### config.mk
export PLATFORM = sky130hd
export DESIGN_NAME = interrupt_status_collector
export DESIGN_NICKNAME = d
export VERILOG_FILES = /design/src/shared/isc_pkg.sv /design/src/shared/isc_flag_if.sv /design/src/logic/interrupt_status_collector.sv /design/src/logic/isc_sticky_bank.sv /design/src/logic/isc_step_detect.sv
export SDC_FILE = /design/constraint.sdc
export NUM_CORES = 1
export LEC_CHECK = 0
export BUFFER_PORTS_ARGS = -buffer_cell sky130_fd_sc_hd__buf_4
export CELL_PAD_IN_SITES_DETAIL_PLACEMENT = 1
export CELL_PAD_IN_SITES_GLOBAL_PLACEMENT = 1
export CORE_ASPECT_RATIO = 1.75
export CORE_MARGIN = 1.5
export CORE_UTILIZATION = 38
export DETAILED_ROUTE_END_ITERATION = 7
export HOLD_SLACK_MARGIN = 0.06
export MAX_ROUTING_LAYER = met4
export PLACE_DENSITY_LB_ADDON = 0.1
export SKIP_CTS_REPAIR_TIMING = 1
export SYNTH_ARGS = -nofsm -noshare
export SYNTH_HDL_FRONTEND = slang
export SYNTH_SLANG_ARGS = --single-unit
### constraint.sdc
create_clock -name mclk -period 2.3 [get_ports mclk]
set_input_delay 0.345 -clock mclk [delete_from_list [all_inputs] [get_ports mclk]]
set_output_delay 0.345 -clock mclk [all_outputs]
set_load 0.02 [all_outputs]
### src/shared/isc_pkg.sv
// isc_pkg: offsets, field positions, reset values and limits shared by
// the interrupt status collector and its helper modules.
// assumes: byte addresses on the host register port, 32-bit data words.
package isc_pkg;

    ////////////////////////////////////////////////////////////////////////
    // register map
    localparam int          ISC_ADDR_W            = 8;
    localparam int          ISC_DATA_W            = 32;
    localparam logic [7:0]  ISC_OFS_STATUS        = 8'h58;
    localparam logic [7:0]  ISC_OFS_ENABLE        = 8'h5C;
    localparam logic [7:0]  ISC_OFS_BYTE_TEST     = 8'h64;
    localparam logic [31:0] ISC_STATUS_RESET      = 32'h0000_0000;
    localparam logic [31:0] ISC_ENABLE_RESET      = 32'h0000_0000;
    localparam logic [31:0] ISC_RDATA_RESET       = 32'h0000_0000;

    ////////////////////////////////////////////////////////////////////////
    // status and enable bit positions
    localparam int ISC_BIT_SW_TRIGGER      = 31;
    localparam int ISC_BIT_TX_HALTED       = 25;
    localparam int ISC_BIT_RX_HALTED       = 24;
    localparam int ISC_BIT_DROP_HALFWAY    = 23;
    localparam int ISC_BIT_TX_BUF_DONE     = 21;
    localparam int ISC_BIT_RX_DMA          = 20;
    localparam int ISC_BIT_TIMER_WRAP      = 19;
    localparam int ISC_BIT_TRANSCEIVER     = 18;
    localparam int ISC_BIT_POWER_EVENT     = 17;
    localparam int ISC_BIT_TX_STS_OVERFLOW = 16;
    localparam int ISC_BIT_RX_WATCHDOG     = 15;
    localparam int ISC_BIT_RX_ERROR        = 14;
    localparam int ISC_BIT_TX_ERROR        = 13;
    localparam int ISC_BIT_TX_DATA_OVERRUN = 10;
    localparam int ISC_BIT_TX_DATA_SPACE   = 9;
    localparam int ISC_BIT_TX_STS_FULL     = 8;
    localparam int ISC_BIT_TX_STS_LEVEL    = 7;
    localparam int ISC_BIT_FRAME_DROPPED   = 6;
    localparam int ISC_BIT_RX_STS_FULL     = 4;
    localparam int ISC_BIT_RX_STS_LEVEL    = 3;
    localparam int ISC_BIT_IO_PIN_LSB      = 0;
    localparam int ISC_IO_PINS             = 3;

    // flags cleared by a write of one (bit 18 excluded: read-only level)
    localparam logic [31:0] ISC_CLEARABLE_MASK    = 32'h83BB_E7DF;
    // bits that exist in the enable register
    localparam logic [31:0] ISC_ENABLE_MASK       = 32'h83BF_E7DF;

    ////////////////////////////////////////////////////////////////////////
    // event thresholds and widths
    localparam int           ISC_DROP_CNT_W       = 28;
    localparam logic [27:0]  ISC_DROP_BEFORE_HALF = 28'h7FF_FFFF;
    localparam logic [27:0]  ISC_DROP_AT_HALF     = 28'h800_0000;
    localparam int           ISC_TIMER_W          = 16;
    localparam logic [15:0]  ISC_TIMER_ZERO       = 16'h0000;
    localparam logic [15:0]  ISC_TIMER_WRAPPED    = 16'hFFFF;
    localparam int           ISC_FRAME_LEN_W      = 16;
    localparam logic [15:0]  ISC_RX_WATCHDOG_LEN  = 16'h0800;
    localparam int           ISC_DMA_CNT_W        = 12;
    localparam logic [11:0]  ISC_DMA_CNT_RESET    = 12'h000;
    localparam logic [11:0]  ISC_DMA_CNT_ONE      = 12'h001;
    localparam int           ISC_LEVEL_W          = 8;

endpackage : isc_pkg

### src/shared/isc_flag_if.sv
// isc_flag_if: set, clear and state of a bank of sticky flags, carried
// between the collector and its flag bank.
// assumes: set and clear are one-cycle qualified by the collector.
`timescale 1ns/1ps
interface isc_flag_if;
    import isc_pkg::*;

    logic [ISC_DATA_W-1:0] set;
    logic [ISC_DATA_W-1:0] clr;
    logic [ISC_DATA_W-1:0] q;

    modport ctrl
    (
        output set,
        output clr,
        input  q
    );

    modport bank
    (
        input  set,
        input  clr,
        output q
    );

endinterface : isc_flag_if

### src/logic/interrupt_status_collector.sv
// interrupt_status_collector: interrupt status and enable registers of
// the network controller, sticky event flags and the master indication.
// assumes: host register port synchronous to mclk; event inputs are
// one-cycle pulses or levels synchronous to mclk.
//
// Overview of operation
// writing one clears a clearable flag; writing zero leaves it
// software trigger flag bit 31 sets while its enable is high
// bit 25 sets when stop requested and transmitter halted
// bit 24 sets when the receiver halts
// bit 23 sets when drop counter steps 7FFFFFFh to 8000000h
// bit 21 sets when a notify-marked buffer finished loading
// bit 20 sets when programmed receive DMA count has been moved
// bit 19 sets when timer wraps from zero to FFFFh
// bit 18 is read-only transceiver event level, writes ignored
// bit 17 sets on power event regardless of the power pin
// only a write to byte test register wakes the device
// no deassertion delay applies to the power event interrupt
// bit 16 sets on transmit status FIFO overflow
// bit 15 sets when a received packet exceeds 2048 bytes
// bit 14 on receiver error, bit 13 on transmitter error
// bit 10 sets on write attempt to a full transmit data FIFO
// bit 9 sets while transmit free space exceeds threshold
// bit 8 on transmit status full, bit 4 on receive status full
// bit 7 and bit 3 set at transmit and receive status levels
// bit 6 sets whenever a received frame is dropped
// bits 2-0 are per-pin I/O flags, cleared by writing one
// flags record events whatever the enable mask holds
// enable bit one makes the flag drive the master request
// master indication high whenever any enabled flag is active
// status level holds when used words exceed the threshold
// flags stay set until cleared and are zero after reset
// an event in the clearing cycle leaves the flag set
`timescale 1ns/1ps
module interrupt_status_collector
(
    input  wire logic                              mclk,
    input  wire logic                              rst_n,
    // host register port
    input  wire logic [isc_pkg::ISC_ADDR_W-1:0]    reg_addr,
    input  wire logic                              reg_wr,
    input  wire logic                              reg_rd,
    input  wire logic [isc_pkg::ISC_DATA_W-1:0]    reg_wdata,
    output logic      [isc_pkg::ISC_DATA_W-1:0]    reg_rdata,
    // transmit side events
    input  wire logic                              tx_stop_request,
    input  wire logic                              tx_halted,
    input  wire logic                              tx_buffer_loaded,
    input  wire logic                              completion_notify_marker,
    input  wire logic                              tx_status_overflow,
    input  wire logic                              tx_error,
    input  wire logic                              tx_data_write_when_full,
    input  wire logic [isc_pkg::ISC_LEVEL_W-1:0]   tx_free_blocks,
    input  wire logic [isc_pkg::ISC_LEVEL_W-1:0]   tx_space_threshold,
    input  wire logic                              tx_status_full,
    input  wire logic [isc_pkg::ISC_LEVEL_W-1:0]   tx_status_used,
    input  wire logic [isc_pkg::ISC_LEVEL_W-1:0]   tx_status_threshold,
    // receive side events
    input  wire logic                              rx_halted,
    input  wire logic [isc_pkg::ISC_DROP_CNT_W-1:0] rx_drop_count,
    input  wire logic                              rx_dma_start,
    input  wire logic [isc_pkg::ISC_DMA_CNT_W-1:0] receive_dma_count,
    input  wire logic                              rx_word_moved,
    input  wire logic                              rx_frame_end,
    input  wire logic [isc_pkg::ISC_FRAME_LEN_W-1:0] rx_frame_len,
    input  wire logic                              rx_error,
    input  wire logic                              rx_frame_dropped,
    input  wire logic                              rx_status_full,
    input  wire logic [isc_pkg::ISC_LEVEL_W-1:0]   rx_status_used,
    input  wire logic [isc_pkg::ISC_LEVEL_W-1:0]   rx_status_threshold,
    // miscellaneous sources
    input  wire logic [isc_pkg::ISC_TIMER_W-1:0]   timer_value,
    input  wire logic                              transceiver_event,
    input  wire logic                              power_event,
    input  wire logic [isc_pkg::ISC_IO_PINS-1:0]   io_pin_events,
    // results
    output logic                                   master_irq,
    output logic                                   power_event_irq,
    output logic                                   wake_request
);
    import isc_pkg::*;

    ////////////////////////////////////////////////////////////////////////
    // register decode

    logic                  status_write;
    logic                  enable_write;
    logic                  byte_test_write;
    logic [ISC_DATA_W-1:0] interrupt_enable;
    logic [ISC_DATA_W-1:0] interrupt_status;
    logic                  software_trigger_enable;

    assign status_write    = reg_wr && (reg_addr == ISC_OFS_STATUS);
    assign enable_write    = reg_wr && (reg_addr == ISC_OFS_ENABLE);
    assign byte_test_write = reg_wr && (reg_addr == ISC_OFS_BYTE_TEST);

    assign software_trigger_enable = interrupt_enable[ISC_BIT_SW_TRIGGER];

    always_ff @(posedge mclk or negedge rst_n)
    begin
        if (!rst_n)
            interrupt_enable <= ISC_ENABLE_RESET;
        else if (enable_write)
            interrupt_enable <= reg_wdata & ISC_ENABLE_MASK;
    end

    ////////////////////////////////////////////////////////////////////////
    // derived event conditions

    logic                     drop_halfway;
    logic                     timer_wrapped;
    logic [ISC_DMA_CNT_W-1:0] dma_moved;
    logic                     dma_active;
    logic                     dma_done;
    logic                     rx_watchdog;

    isc_step_detect
    #(
        .WIDTH (ISC_DROP_CNT_W)
    )
    u_drop_halfway
    (
        .mclk       (mclk),
        .rst_n      (rst_n),
        .value      (rx_drop_count),
        .from_value (ISC_DROP_BEFORE_HALF),
        .to_value   (ISC_DROP_AT_HALF),
        .stepped    (drop_halfway)
    );

    isc_step_detect
    #(
        .WIDTH (ISC_TIMER_W)
    )
    u_timer_wrap
    (
        .mclk       (mclk),
        .rst_n      (rst_n),
        .value      (timer_value),
        .from_value (ISC_TIMER_ZERO),
        .to_value   (ISC_TIMER_WRAPPED),
        .stepped    (timer_wrapped)
    );

    // counts words leaving the receive FIFO against the programmed count
    assign dma_done = dma_active && rx_word_moved
                      && ((dma_moved + ISC_DMA_CNT_ONE) == receive_dma_count);

    always_ff @(posedge mclk or negedge rst_n)
    begin
        if (!rst_n)
        begin
            dma_moved  <= ISC_DMA_CNT_RESET;
            dma_active <= 1'b0;
        end
        else if (rx_dma_start)
        begin
            dma_moved  <= ISC_DMA_CNT_RESET;
            dma_active <= (receive_dma_count != ISC_DMA_CNT_RESET);
        end
        else if (dma_done)
        begin
            dma_moved  <= ISC_DMA_CNT_RESET;
            dma_active <= 1'b0;
        end
        else if (dma_active && rx_word_moved)
            dma_moved  <= dma_moved + ISC_DMA_CNT_ONE;
    end

    assign rx_watchdog = rx_frame_end
                         && (rx_frame_len > ISC_RX_WATCHDOG_LEN);

    ////////////////////////////////////////////////////////////////////////
    // sticky flag bank

    isc_flag_if flags ();

    logic [ISC_DATA_W-1:0] next_set;

    // sources are gathered without regard to the enable mask
    always_comb
    begin
        next_set = '0;
        next_set[ISC_BIT_SW_TRIGGER]      = software_trigger_enable;
        next_set[ISC_BIT_TX_HALTED]       = tx_stop_request
                                            && tx_halted;
        next_set[ISC_BIT_RX_HALTED]       = rx_halted;
        next_set[ISC_BIT_DROP_HALFWAY]    = drop_halfway;
        next_set[ISC_BIT_TX_BUF_DONE]     = tx_buffer_loaded
                                            && completion_notify_marker;
        next_set[ISC_BIT_RX_DMA]          = dma_done;
        next_set[ISC_BIT_TIMER_WRAP]      = timer_wrapped;
        next_set[ISC_BIT_POWER_EVENT]     = power_event;
        next_set[ISC_BIT_TX_STS_OVERFLOW] = tx_status_overflow;
        next_set[ISC_BIT_RX_WATCHDOG]     = rx_watchdog;
        next_set[ISC_BIT_RX_ERROR]        = rx_error;
        next_set[ISC_BIT_TX_ERROR]        = tx_error;
        next_set[ISC_BIT_TX_DATA_OVERRUN] = tx_data_write_when_full;
        next_set[ISC_BIT_TX_DATA_SPACE]   = tx_free_blocks
                                            > tx_space_threshold;
        next_set[ISC_BIT_TX_STS_FULL]     = tx_status_full;
        next_set[ISC_BIT_RX_STS_FULL]     = rx_status_full;
        next_set[ISC_BIT_TX_STS_LEVEL]    = tx_status_used
                                            > tx_status_threshold;
        next_set[ISC_BIT_RX_STS_LEVEL]    = rx_status_used
                                            > rx_status_threshold;
        next_set[ISC_BIT_FRAME_DROPPED]   = rx_frame_dropped;
        next_set[ISC_BIT_IO_PIN_LSB +: ISC_IO_PINS] = io_pin_events;
    end

    assign flags.set = next_set & ISC_CLEARABLE_MASK;
    assign flags.clr = status_write ? (reg_wdata & ISC_CLEARABLE_MASK)
                                    : '0;

    isc_sticky_bank u_flags
    (
        .mclk  (mclk),
        .rst_n (rst_n),
        .flags (flags.bank)
    );

    ////////////////////////////////////////////////////////////////////////
    // status view, read data and outputs

    // transceiver bit follows its source and has no storage to clear
    always_comb
    begin
        interrupt_status = flags.q & ISC_CLEARABLE_MASK;
        interrupt_status[ISC_BIT_TRANSCEIVER] = transceiver_event;
    end

    always_ff @(posedge mclk or negedge rst_n)
    begin
        if (!rst_n)
            reg_rdata <= ISC_RDATA_RESET;
        else if (reg_rd)
        begin
            case (reg_addr)
                ISC_OFS_STATUS: reg_rdata <= interrupt_status;
                ISC_OFS_ENABLE: reg_rdata <= interrupt_enable;
                default:        reg_rdata <= ISC_RDATA_RESET;
            endcase
        end
    end

    // combined request, free of any pin enable or deassertion interval
    assign master_irq = |(interrupt_status & interrupt_enable);

    // power event path bypasses any hold-off
    assign power_event_irq = interrupt_status[ISC_BIT_POWER_EVENT]
                             && interrupt_enable[ISC_BIT_POWER_EVENT];

    // a detected power event never wakes the device on its own
    always_ff @(posedge mclk or negedge rst_n)
    begin
        if (!rst_n)
            wake_request <= 1'b0;
        else
            wake_request <= byte_test_write;
    end

endmodule // interrupt_status_collector

### src/logic/isc_sticky_bank.sv
// isc_sticky_bank: a word of sticky flags, set by hardware, cleared by
// writing one; a set in the clearing cycle wins.
// assumes: mclk, asynchronous active-low rst_n.
`timescale 1ns/1ps
module isc_sticky_bank
(
    input  wire logic mclk,
    input  wire logic rst_n,
    isc_flag_if.bank  flags
);
    import isc_pkg::*;

    always_ff @(posedge mclk or negedge rst_n)
    begin
        if (!rst_n)
            flags.q <= ISC_STATUS_RESET;
        else
            flags.q <= (flags.q & ~flags.clr) | flags.set;
    end

endmodule // isc_sticky_bank

### src/logic/isc_step_detect.sv
// isc_step_detect: pulses, unregistered, in the same cycle that a value steps from one given
// value straight to another.
// assumes: mclk, asynchronous active-low rst_n; value is synchronous.
`timescale 1ns/1ps
module isc_step_detect
#(
    parameter int WIDTH = 16
)
(
    input  wire logic             mclk,
    input  wire logic             rst_n,
    input  wire logic [WIDTH-1:0] value,
    input  wire logic [WIDTH-1:0] from_value,
    input  wire logic [WIDTH-1:0] to_value,
    output logic                  stepped
);

    logic [WIDTH-1:0] last_value;
    logic             last_valid;

    always_ff @(posedge mclk or negedge rst_n)
    begin
        if (!rst_n)
        begin
            last_value <= '0;
            last_valid <= 1'b0;
        end
        else
        begin
            last_value <= value;
            last_valid <= 1'b1;
        end
    end

    assign stepped = last_valid && (last_value == from_value)
                     && (value == to_value);

endmodule // isc_step_detect

# After elaboration in Yosys (flattened, before gate mapping)
# Index checks and enable logic that the tools add are counted.
[word_totals] out_inout_bits=35 elab_cells=50 register_bits=146
[classes] magnitude_cmp=4 reduce_logical=18 bitwise_logic=4 n_addsub=1 n_mux=7 n_eq_ne=7
[op_table] op="$and A32 B32 Y32" n=2
[op_table] op="$pmux W32 S2" n=1
[op_table] op="$mux W12" n=3
[op_table] op="$mux W32" n=1
[op_table] op="$not A32 Y32" n=1
[op_table] op="$or A32 B32 Y32" n=1
[op_table] op="$reduce_or A32 Y1" n=1
[op_table] op="$eq A28 B27 Y1 const B" n=1
[op_table] op="$eq A28 B28 Y1 const B" n=1
[op_table] op="$eq A8 B7 Y1 const B" n=3
[op_table] op="$gt A8 B8 Y1" n=3
[op_table] op="$eq A16 B16 Y1 const B" n=1
[op_table] op="$gt A16 B12 Y1 const B" n=1
[op_table] op="$logic_not A16 Y1" n=1
[op_table] op="$logic_and A1 B1 Y1" n=13
[op_table] op="$add A12 B1 Y12 const B" n=1
[op_table] op="$eq A12 B12 Y1" n=1
[op_table] op="$reduce_bool A12 Y1" n=1
[op_table] op="$reduce_bool A3 Y1" n=1
[op_table] op="$mux W1" n=2
[op_table] op="$reduce_bool A2 Y1" n=1

# Depth between registers and ports, before layout
# Gate-level depths: netlist of run 1.
[logic_depth] ltp_word=6 depth_mapped=8 mapped_depth_nobuf=8

# Modules after synthesis
# Synthesis of run 1 repeated with hierarchy kept, for this count alone.
[hier_totals] cells_unflattened=695 area_unflattened_um2=7357.1
[modules_own_cells] module="interrupt_status_collector" instances=1 cells_each=421 area_each_um2=4037.6 seq_area_each_um2=1501.4
[modules_own_cells] module="isc_step_detect (u_drop_halfway)" instances=1 cells_each=116 area_each_um2=1373.8 seq_area_each_um2=725.7
[modules_own_cells] module="isc_sticky_bank" instances=1 cells_each=96 area_each_um2=1161.1 seq_area_each_um2=800.8
[modules_own_cells] module="isc_step_detect (u_timer_wrap)" instances=1 cells_each=62 area_each_um2=784.5 seq_area_each_um2=425.4

# Worst setup path after synthesis of run 1
# No wires, ideal clock.
[synth_path] path_kind="register -> register" startpoint="register dma_moved[0]" endpoint="register dma_moved[10]" setup_slack_ns=0.285 period_less_slack_ns=2.015 t_arrival_ns=1.879 setup_time_ns=0.136 path_stages_with_launch=9 path_cell_list="dfrtp_1 ha_1 nand3_1 xnor2_1 nor4b_2 a211oi_2 nor4b_4 buf_6 nor3_1"
[synth_via] elab_chain_cells=5 word_cells_on_any_way=7 classes_between="1 x add/sub; 1 x eq/ne; 3 x mux; 2 x reduce/logical"
[synth_rtl] item="from (decl)" line="interrupt_status_collector.sv:112" source="logic [ISC_DMA_CNT_W-1:0] dma_moved;"
[synth_rtl] item="from (signal assigned)" line="interrupt_status_collector.sv:167" source="dma_moved <= dma_moved + ISC_DMA_CNT_ONE;"
[synth_rtl] item="$add A12 B1 Y12 (*)" line="interrupt_status_collector.sv:147, interrupt_status_collector.sv:167"
[synth_rtl] item="$eq A12 B12 Y1" line="interrupt_status_collector.sv:147" source="&& ((dma_moved + ISC_DMA_CNT_ONE) == receive_dma_count);"
[synth_rtl] item="$logic_and A1 B1 Y1" line="interrupt_status_collector.sv:147"
[synth_rtl] item="$mux W12" line="interrupt_status_collector.sv:161" source="else if (dma_done)"
[synth_rtl] item="$mux W12" line="interrupt_status_collector.sv:156" source="else if (rx_dma_start)"
# Every way passes the cells marked *; elsewhere a longest branch is shown, timed or not. The select of a mux whose other input is x is not followed.
# A chain may end at the register's enable or synchronous reset.

# Worst setup path after layout of run 1
[layout_path] startpoint="register dma_moved[2]" endpoint="register dma_moved[2]"
# The elaborated chain is that of the path after synthesis.

==> out/qor.csv, run 1 <==
stage;metric;value;unit
outcome;status;finished, final reports clean;
sta;Worst-Margin Slew;0.525;ns
pwr;Power Dens Cells;659;nW/µm²
setup_path;Data arrival, critical path;2.42;ns
sta;setup TNS;0;ns
placed_design;Post-DP HPWL;13000;µm
die;# IOs;219;
detailed_routing;DRC viols;0;
sta;# setup viols final;0;
setup_path;worst endpoint required time;2.59;ns
setup_path;R2R Path Start;dma_moved[2]$_DFFE_PN0P_;
synthesis;Netlist cell types;56;
pwr;sequential power share;0.412;
pwr;sw frac;0.250;
grt;GR peak layer;met2;
setup_path;reg2reg setup slack;0.17;ns
synthesis;Post-synth EDFFs;0;
flow_run;max-cap viol count;0;
setup_path;Worst Setup End Kind;flip-flop;
setup_path;Worst Reg-to-Reg Cells;7;
synthesis;share of flip-flops with an asynchronous set or reset;1.00;
cells_and_area;commonest non-fill, non-tap cells in the layout;207 x buf_4, 127 x dfrtp_1, 45 x dlygate4sd3_1;
detailed_routing;Via density;5.17;
setup_path;worst path bufs/invs;1;
clock_network;Longest Clk Path Bufs;2;
grt;met3 Track Usage GR;0.0482;
synthesis;area leader, netlist;dfrtp_1;
cells_and_area;layout cells sized above 1;0.348;
pwr;internal power;4.36;mW
grt;largest net degree at the start of global routing;56;
detailed_routing;Initial DRT Pass Iterations;4;
setup_path;crit start category;flip-flop;
setup_path;worst path cell trace;nand3_2 > or3_1 > a21oi_1 > nor3_2 > nor4b_4 > buf_4 > nor3_1;
setup_path;CP max stage delay;0.55;ns
min_path;Tightest Hold Check Type;in2reg;
setup_path;Critical path destination;dma_moved[2]$_DFFE_PN0P_;
cells_and_area;nets@finish;1004;
synthesis;Area contributors post-synth;dfrtp_1 53%, ha_1 5.4%, mux2_4 5.0%;
die;core area;15500;µm²
grt;number of global-route vias before repair;5635;
sta;Worst Skew;0.00937;ns
clock_network;Reg clk slew, reported paths;0.06;ns
detailed_routing;Vias;5137;
sta;Fmax;0.469;GHz
synthesis;yosys warns;0;
die;die height;170;µm
grt;total gr overflow;0;
synthesis;Synth Register Bits;127;
die;num rows;60;
grt;met1 Use GR;0.219;
detailed_routing;DRT iter0 DRCs;159;
synthesis;Cells after Synth;537;
synthesis;Mapped Avg Cell Area;11.2;µm²
sta;Slew Viols, Final;0;
cells_and_area;Area Overhead vs Synth;46.0;%
clock_network;Clock H-tree levels;4;
setup_path;reg2reg end;dma_moved[2]$_DFFE_PN0P_;
placed_design;GPL Wtd Cong;0.834;
pwr;Static Leakage;4.14;nW
grt;met2 usage;0.406;
die;Initial Util;0.391;
cells_and_area;n_diodes;0;
placed_design;port bufs;200;
sta;RSZ-0062 raised after global routing;false;
sta;final worst-path cycle share;0.928;
detailed_routing;final WL;18300;µm
die;Die Span X;98.3;µm
pwr;VDD IR max;0.000532;V
grt;All-Layer GR Usage;0.217;
clock_network;CTS tree;built;
detailed_routing;routed len/inst;18.4;µm
clock_network;Root Buffer;clkbuf_16;
synthesis;Main synth FF type;dfrtp_1;
grt;global-route wire length before repair;27400;µm
sta;post-layout min period;2.13;ns
pwr;Pwr Total;5.81;mW
sta;final hold slack;0.111;ns
detailed_routing;Routed Antenna Nets;0;
setup_path;number of cells on the critical path;7;
setup_path;crit path from;dma_moved[2]$_DFFE_PN0P_;
grt;initial antenna violation count;0;
cells_and_area;most common cell after layout, fill and taps aside;buf_4;
die;die area;16700;µm²
sta;hold violation count in the final report;0;
clock_network;Clk Latency, worst-skew pair;0.41;ns
synthesis;synthesized area;6040;µm²
pwr;combinational share of power;0.135;
sta;max_slew headroom;0.650;
setup_path;CP max-delay cell;dfrtp_1;
setup_path;critical path type;reg2reg;
sta;PnR worst setup slack;0.166;ns
synthesis;Synth top area share;0.526;
setup_path;Crit path max-delay family;simple AND/OR/NAND/NOR gates;
synthesis;Seq/Total Area, Yosys;0.526;
placed_design;post-placement setup slack;0.174;ns
clock_network;CTS Sinks;127;
pwr;Sw Pwr;1.45;mW
setup_path;worst-path fanout max;10;
clock_network;cts bufs inserted;17;
pwr;Clock power frac;0.453;
synthesized netlist by cell type (all sizes together), types with 4 or more instances:
library cell / number
xor2: 9
dfrtp: 127
o21ai: 5
nand4: 16
a21oi: 31
clkbuf: 8
nand2: 37
mux2: 23
nor2: 42
a22oi: 32
ha: 26
nand3: 15
xnor2: 19
buf: 18
o21a: 4
nor4: 17
nor3: 21
a22o: 7
a21o: 19
nand4b: 4
inv: 26
final cells by class:
class | count | area [µm²]
fillers | 1691 | 6650
repair buffers | 256 | 2080
well taps | 186 | 233
multi-input cells | 366 | 2640
inverters | 26 | 97.6
clock inverters | 12 | 123
flip-flops and latches | 127 | 3180
clock buffers | 20 | 467
power by group through the flow:
stage / combinational, mW / clock, mW / sequential [mW]
after floorplan: 0.261 / 0 / 2.45
after global placement: 0.701 / 0 / 2.42
after detailed placement: 0.726 / 0 / 2.43
after CTS: 0.731 / 2.69 / 2.39
after global routing: 0.865 / 2.79 / 2.40
final: 0.783 / 2.63 / 2.39
worst min-delay path by stage:
stage | from | endpoint | slack (ns) | depth (start not counted)
6_report | rx_frame_dropped | u_flags.flags.q[6]$_DFF_PN0_ | 0.11 | 2
5_1_grt | io_pin_events[2] | u_flags.flags.q[2]$_DFF_PN0_ | 0.11 | 2
2_1_floorplan | rst_n | dma_active$_DFFE_PN0P_ | 0.05 | 0
3_5_place_dp | rst_n | u_drop_halfway.last_value[22]$_DFF_PN0_ | 0.34 | 1
4_1_cts | rst_n | u_drop_halfway.last_value[22]$_DFF_PN0_ | -0.11 | 1
3_3_place_gp | rst_n | u_drop_halfway.last_value[10]$_DFF_PN0_ | 0.33 | 1
state kept, by name, summed over array words and instances (netlist names):
signal,count
dma_moved,12
wake_request,1
dma_active,1
u_drop_halfway.last_value,28
u_timer_wrap.last_value,16
interrupt_enable,23
reg_rdata,23
u_flags.flags.q,22
u_timer_wrap.last_valid,1
cell families after synthesis:
kind of cell,Yosys count,synth area share
fa+ha+maj,26,0.0539
flops,127,0.526
other cells,2,0.00124
compound gates,106,0.120
mux,24,0.0570
simple gates,172,0.157
buf+inv,52,0.0429
xor+xnor,28,0.0418
layer usage:
metal,share of wire,vias up
li1,-,2426
met2,0.59,132
met3,0.044,15
met4,0.015,0
met1,0.35,2564
met5,0,-
per-stage QoR:
| stage | util | cells | area (µm²) |
|---|---|---|---|
| after floorplan | - | 545 | 6070 |
| after global placement | 0.503 | 916 | 7770 |
| after detailed placement | 0.503 | 916 | 7770 |
| after CTS | 0.541 | 948 | 8360 |
| after global routing | 0.570 | 993 | 8820 |
| final | 0.570 | 993 | 8820 |
Note: power is estimated with default switching activity, not from simulation.
==> run 2, diff against run 1 <==
Settings changed: CORE_UTILIZATION 38 to 34.
Clock period 2.3 ns to 1.8 ns, I/O delays scaled along.
==> run 2 against run 1 <==
  * The flow now finishes with violations (setup timing)
  * Clock power is 41% higher
  * Die area is 11% higher
  * Clock-buffer cell count is 2 lower
  * Maximum frequency is 5.2% higher
  * Highest routed layer unchanged
  * Final area is 8.2% higher
==> out/qor.csv, run 2 (synthesis gave the netlist of run 1 again) <==
stage;metric;value;unit;change
setup_path;worst path bufs/invs;1;;unchanged
grt;number of global-route vias before repair;5837;;+3.6%
clock_network;CTS tree;built;;
sta;Slew Viols, Final;0;;unchanged
setup_path;crit start category;flip-flop;;
grt;global-route wire length before repair;28900;µm;+5.4%
die;# IOs;219;;unchanged
clock_network;Clock H-tree levels;4;;unchanged
grt;met3 Track Usage GR;0.0567;;+0.00852
detailed_routing;Initial DRT Pass Iterations;4;;unchanged
clock_network;Clk Latency, worst-skew pair;0.41;ns;about the same
grt;met1 Use GR;0.197;;-0.0220
sta;PnR worst setup slack;-0.229;ns;-0.395 ns
die;Initial Util;0.346;;-0.0446
sta;Fmax;0.493;GHz;+5.2%
setup_path;Most Frequent Cell on Critical Path;nor4b_4;;
die;core area;17500;µm²;+13%
pwr;Static Leakage;4.47;nW;+7.9%
die;Die Span X;104;µm;+5.5%
grt;largest net degree at the start of global routing;47;;-16%
cells_and_area;largest reg by FF count;u_drop_halfway.last_value;;
sta;RSZ-0062 raised after global routing;true;;
grt;met2 usage;0.396;;-0.0101
sta;Worst Skew;0.0119;ns;+0.00253 ns
sta;hold violation count in the final report;0;;unchanged
setup_path;worst-path fanout max;7;;-3
sta;final worst-path cycle share;1.13;;+0.199
cells_and_area;Reg area;3180;µm²;+0.16%
clock_network;Longest Clk Path Bufs;2;;unchanged
flow_run;max-cap viol count;0;;unchanged
die;die area;18600;µm²;+11%
detailed_routing;routed len/inst;17.8;µm;-3.3%
cells_and_area;Fillers;1928;;+14%
clock_network;Reg clk slew, reported paths;0.06;ns;about the same
cells_and_area;layout cells sized above 1;0.398;;+0.0495
cells_and_area;most common cell after layout, fill and taps aside;buf_4;;
detailed_routing;DRT iter0 DRCs;166;;+4.4%
setup_path;CP max-delay cell;dfrtp_2;;
pwr;VDD IR max;0.000584;V;+9.8%
setup_path;Crit path max-delay family;simple AND/OR/NAND/NOR gates;;
grt;All-Layer GR Usage;0.205;;-0.0117
sta;setup TNS;-2.85;ns;-2.85 ns
die;num rows;64;;+6.7%
sta;max_slew headroom;0.622;;-0.0275
cells_and_area;Largest regs;u_drop_halfway.last_value x28, interrupt_enable x23, reg_rdata x23;;
clock_network;Root Buffer;clkbuf_16;;
setup_path;worst endpoint required time;2.08;ns;-0.51 ns
detailed_routing;Via density;4.94;;-4.5%
cells_and_area;commonest non-fill, non-tap cells in the layout;237 x buf_4, 123 x dfrtp_1, 57 x dlygate4sd3_1;;
placed_design;post-placement setup slack;-0.239;ns;-0.412 ns
placed_design;Post-DP HPWL;13700;µm;+5.4%
min_path;Tightest Hold Check Type;in2reg;;
die;die height;179;µm;+5.6%
outcome;status;finished, violations left;;
sta;# setup viols final;14;;+14
cells_and_area;Area Overhead vs Synth;58.0;%;
clock_network;CTS Sinks;127;;unchanged
pwr;Power Dens Cells;825;nW/µm²;+25%
clock_network;cts bufs inserted;17;;unchanged
outcome;failing checks;setup timing;;
cells_and_area;nets@finish;1052;;+4.8%
setup_path;critical path type;reg2reg;;
placed_design;port bufs;200;;unchanged
placed_design;GPL Wtd Cong;0.787;;-5.6%
cells_and_area;max FFs per register;28;;unchanged
setup_path;Worst Setup End Kind;flip-flop;;
setup_path;Data arrival, critical path;2.31;ns;-0.11 ns
detailed_routing;final WL;19300;µm;+5.8%
sta;Worst-Margin Slew;0.567;ns;+0.0412 ns
sta;post-layout min period;2.03;ns;-0.105 ns
grt;initial antenna violation count;1;;+1
grt;total gr overflow;0;;unchanged
setup_path;worst path cell trace;ha_4 > nand3_4 > xnor2_4 > nor4b_4 > a211oi_4 > nor4b_4 > buf_6 > nor3_1;;
detailed_routing;DRC viols;0;;unchanged
detailed_routing;Vias;5369;;+4.5%
cells_and_area;area of the multi-input gates;2810;µm²;+6.4%
setup_path;CP max stage delay;0.46;ns;-0.09 ns
grt;GR peak layer;met2;;
detailed_routing;Routed Antenna Nets;0;;unchanged
## run 2: cell types whose count changed in the layout (fill, tap and decap cells not counted), sizes merged
cell,previous run,this run
clkinv,2,4
inv,32,31
clkbuf,20,18
diode,0,1
clkinvlp,3,1
buf,211,247
dlygate4sd3,45,57
bufinv,1,4
## run 2: cell type report
cell class | instances | share of cell area
Sequential cell | 127 | 0.334
Multi-Input combinational cell | 366 | 0.295
Timing Repair Buffer | 304 | 0.264
Clock buffer | 18 | 0.0460
Tap cell | 231 | 0.0303
Clock inverter | 14 | 0.0212
Inverter | 26 | 0.0102
Antenna cell | 1 | 0.000262
## run 2: metrics by stage
step	area (µm²)	power (mW)	utilization	hold slack [ns]	std cells
2_1_floorplan	6110	3.47	-	-0.0256	545
3_3_place_gp	8120	4.03	0.465	0.286	991
3_5_place_dp	8120	4.07	0.465	0.302	991
4_1_cts	8760	7.82	0.502	-0.147	1023
5_1_grt	9540	8.18	0.547	0.0709	1087
6_report	9540	7.87	0.547	0.0883	1087
## run 2: path summary, 6_finish.rpt
check	startpoint	to	slack, ns	cells past startpoint
max	dma_moved[0]$_DFFE_PN0P_	dma_moved[2]$_DFFE_PN0P_	-0.23	8
min	tx_halted	u_flags.flags.q[25]$_DFF_PN0_	0.09	2
max reg2reg	dma_moved[0]$_DFFE_PN0P_	dma_moved[2]$_DFFE_PN0P_	-0.23	8
min reg2reg	u_flags.flags.q[10]$_DFF_PN0_	u_flags.flags.q[10]$_DFF_PN0_	0.51	1
max in group asynchronous	rst_n	dma_moved[2]$_DFFE_PN0P_	0.80	3
min in group asynchronous	rst_n	u_drop_halfway.last_value[26]$_DFF_PN0_	0.39	2
## run 2: per-layer routing
metal,up-vias,wire length [µm]
met5,-,0
met4,0,479
met3,32,905
met2,145,11200
met1,2666,6740
li1,2526,-
## run 2: power by group
part / internal (mW) / total, mW / switching [mW]
sequential: 2.98 / 3.06 / 0.0796
combinational: 0.606 / 1.09 / 0.487
clock: 2.38 / 3.72 / 1.33
==> run 3, diff against run 2 <==
--- a/config.mk
+++ b/config.mk
@@ -11,5 +11,5 @@
 export CORE_ASPECT_RATIO = 1.75
 export CORE_MARGIN = 1.5
-export CORE_UTILIZATION = 34
+export CORE_UTILIZATION = 36
 export DETAILED_ROUTE_END_ITERATION = 7
 export HOLD_SLACK_MARGIN = 0.06
@@ -19,3 +19,4 @@
 export SYNTH_ARGS = -nofsm -noshare
 export SYNTH_HDL_FRONTEND = slang
+export SYNTH_HIERARCHICAL = 1
 export SYNTH_SLANG_ARGS = --single-unit
==> constraint.sdc (replaced) <==
create_clock -name mclk -period 1.8 [get_ports mclk]
set_input_delay 0.09 -clock mclk [delete_from_list [all_inputs] [get_ports mclk]]
set_output_delay 0.09 -clock mclk [all_outputs]
set_load 0.02 [all_outputs]
==> run 3 against run 2 <==
  * The run ends with hold timing, setup timing left
  * Maximum frequency shrank 4.0%
  * Register-to-register slack lost 0.08 ns
  * Die area rose by 9.2%
  * Combinational power is 25% higher
  * Non-clock buffer count is 30 higher
  * Power hardly changed
  * Hold slack lost 0.12 ns
  * First-iteration DRC count is 11% lower
  * Critical path depth unchanged
  * Final area up 15%
  * Global-route usage is 0.43 points higher
  * Clock-buffer cell count rose by 1
  * Largest power group unchanged
==> out/qor.csv, run 3 <==
stage;metric;value;unit;change
outcome;status;finished, violations left;;
outcome;failing checks;hold timing, setup timing;;
setup_path;R2R Path Start;dma_moved[1]$_DFFE_PN0P_;;
detailed_routing;final WL;21500;µm;+11%
cells_and_area;Largest regs;u_drop_halfway/last_value x28, interrupt_enable x23, reg_rdata x23;;
pwr;Static Leakage;5.27;nW;+18%
clock_network;CTS Sinks;128;;+0.79%
sta;Worst Skew;0.00517;ns;-0.00673 ns
die;Initial Util;0.366;;+0.0200
setup_path;reg2reg setup slack;-0.31;ns;-0.08 ns
sta;# setup viols final;14;;unchanged
synthesis;Cells after Synth;665;;+24%
setup_path;CP max stage delay;0.40;ns;-0.06 ns
min_path;Hold Path Sink;dma_moved[9]$_DFFE_PN0P_;;
placed_design;GPL Wtd Cong;0.818;;+3.8%
cells_and_area;commonest non-fill, non-tap cells in the layout;236 x buf_4, 127 x dfrtp_1, 105 x conb_1;;
detailed_routing;Initial DRT Pass Iterations;4;;unchanged
cells_and_area;final instance area;11000;µm²;+15%
grt;initial antenna violation count;0;;-1
die;die area;20300;µm²;+9.2%
pwr;Pwr Total;7.88;mW;about the same
cells_and_area;n_diodes;0;;-1
sta;post-layout min period;2.11;ns;+0.0846 ns
clock_network;Root Buffer;clkbuf_16;;
synthesis;yosys warns;6;;+6
grt;total gr overflow;0;;unchanged
die;Die Span X;108;µm;+4.4%
cells_and_area;largest reg by FF count;u_drop_halfway/last_value;;
cells_and_area;layout cells sized above 1;0.305;;-0.0928
sta;final worst-path cycle share;1.17;;+0.0470
cells_and_area;max FFs per register;28;;unchanged
cells_and_area;most common cell after layout, fill and taps aside;buf_4;;
die;die height;187;µm;+4.5%
pwr;Sw Pwr;2.04;mW;+7.1%
setup_path;worst endpoint required time;2.10;ns;+0.02 ns
setup_path;reg2reg end;dma_moved[6]$_DFFE_PN0P_;;
min_path;Tightest Hold Check Type;in2reg;;
setup_path;CP max-delay cell;dfrtp_1;;
grt;All-Layer GR Usage;0.209;;+0.00428
setup_path;worst path bufs/invs;2;;+1
setup_path;critical path type;reg2reg;;
min_path;Hold Path Depth;2;;unchanged
pwr;sequential power share;0.392;;+0.003
flow_run;max-cap viol count;0;;unchanged
sta;RSZ-0062 raised after global routing;true;;
synthesis;synthesized area;6990;µm²;+16%
detailed_routing;routed len/inst;16.0;µm;-10%
pwr;sw frac;0.258;;+0.0168
detailed_routing;DRC viols;0;;unchanged
placed_design;dpl cell area;9430;µm²;+16%
setup_path;Worst Setup End Kind;flip-flop;;
setup_path;Data arrival, critical path;2.41;ns;+0.10 ns
sta;PnR worst setup slack;-0.314;ns;-0.0846 ns
placed_design;Post-DP HPWL;15400;µm;+12%
detailed_routing;Routed Antenna Nets;0;;unchanged
cells_and_area;final std cells w/o fill;1343;;+24%
pwr;Power Dens Cells;716;nW/µm²;-13%
die;num rows;67;;+4.7%
sta;Fmax;0.473;GHz;-4.0%
placed_design;post-placement setup slack;-0.298;ns;-0.0593 ns
min_path;HP Start;rx_dma_start;;
sta;final hold slack;-0.0294;ns;-0.118 ns
clock_network;Reg clk slew, reported paths;0.06;ns;about the same
clock_network;Clk Latency, worst-skew pair;0.42;ns;about the same
grt;largest net degree at the start of global routing;47;;unchanged
setup_path;Worst Reg-to-Reg Cells;8;;unchanged
grt;number of global-route vias before repair;6368;;+9.1%
setup_path;worst-path fanout max;12;;+5
pwr;Clock power frac;0.435;;-0.037
placed_design;port bufs;200;;unchanged
grt;global-route wire length before repair;31300;µm;+8.4%
sta;hold violation count in the final report;12;;+12
pwr;internal power;5.84;mW;-2.1%
placed_design;# placed instances;1220;;+23%
setup_path;crit start category;flip-flop;;
setup_path;Crit path max-delay family;simple AND/OR/NAND/NOR gates;;
clock_network;Clock H-tree levels;4;;unchanged
detailed_routing;Vias;6384;;+19%
clock_network;CTS tree;built;;
sta;Slew Viols, Final;0;;unchanged
cells_and_area;Area Overhead vs Synth;57.2;%;
detailed_routing;DRT iter0 DRCs;147;;-11%
cells_and_area;Fillers;2129;;+10%
setup_path;worst path cell trace;buf_4 > nand3_2 > or2_1 > o41a_1 > nand2b_4 > nor4_4 > buf_12 > nor3_1;;
pwr;combinational share of power;0.173;;+0.034
clock_network;Longest Clk Path Bufs;2;;unchanged
detailed_routing;Via density;4.75;;-3.8%
synthesis;Mapped Avg Cell Area;10.5;µm²;-6.5%
cells_and_area;nets@finish;1298;;+23%
die;core area;19100;µm²;+9.5%
die;# IOs;219;;unchanged
clock_network;cts bufs inserted;17;;unchanged
pwr;VDD IR max;0.000679;V;+16%
==> run 3: power by group through the flow <==
stage	clock, mW	combinational (mW)	sequential [mW]
3_3_place_gp	0	1.17	3.13
2_1_floorplan	0	0.521	3.17
3_5_place_dp	0	1.18	3.14
6_report	3.43	1.36	3.09
5_1_grt	3.64	1.50	3.10
4_1_cts	3.51	1.19	3.09
==> run 3: how the worst max path moves through the flow <==
stage	from	to	cells after the start
finish	dma_moved[1]$_DFFE_PN0P_	dma_moved[6]$_DFFE_PN0P_	8
global route	dma_moved[1]$_DFFE_PN0P_	dma_moved[8]$_DFFE_PN0P_	9
floorplan	dma_moved[0]$_DFFE_PN0P_	dma_moved[4]$_DFFE_PN0P_	9
CTS	dma_moved[1]$_DFFE_PN0P_	dma_moved[6]$_DFFE_PN0P_	9
detailed placement	dma_moved[1]$_DFFE_PN0P_	dma_moved[6]$_DFFE_PN0P_	9
global placement	dma_moved[1]$_DFFE_PN0P_	dma_moved[4]$_DFFE_PN0P_	9
==> run 3: per-stage QoR <==
step / util / setup TNS [ns]
detailed placement: 0.493 / -4.93
global route: 0.575 / -6.09
floorplan: - / -2.86
finish: 0.575 / -4.12
CTS: 0.524 / -4.30
global placement: 0.493 / -4.09
==> run 3: final cells by class <==
cell class	instances	area, µm²	area share
inverters	57	214	0.0195
well taps	241	302	0.0274
flip-flops and latches	128	3200	0.291
multi-input cells	551	3870	0.352
repair buffers	334	2820	0.256
clock buffers	19	453	0.0412
clock inverters	13	136	0.0124
==> run 3: routing by layer <==
| layer | wire length, µm | GRT usage |
|---|---|---|
| met1 | 7800 | 0.209 |
| met2 | 12300 | 0.387 |
| met4 | 500 | 0.0769 |
| met3 | 950 | 0.0463 |
| met5 | 0 | - |
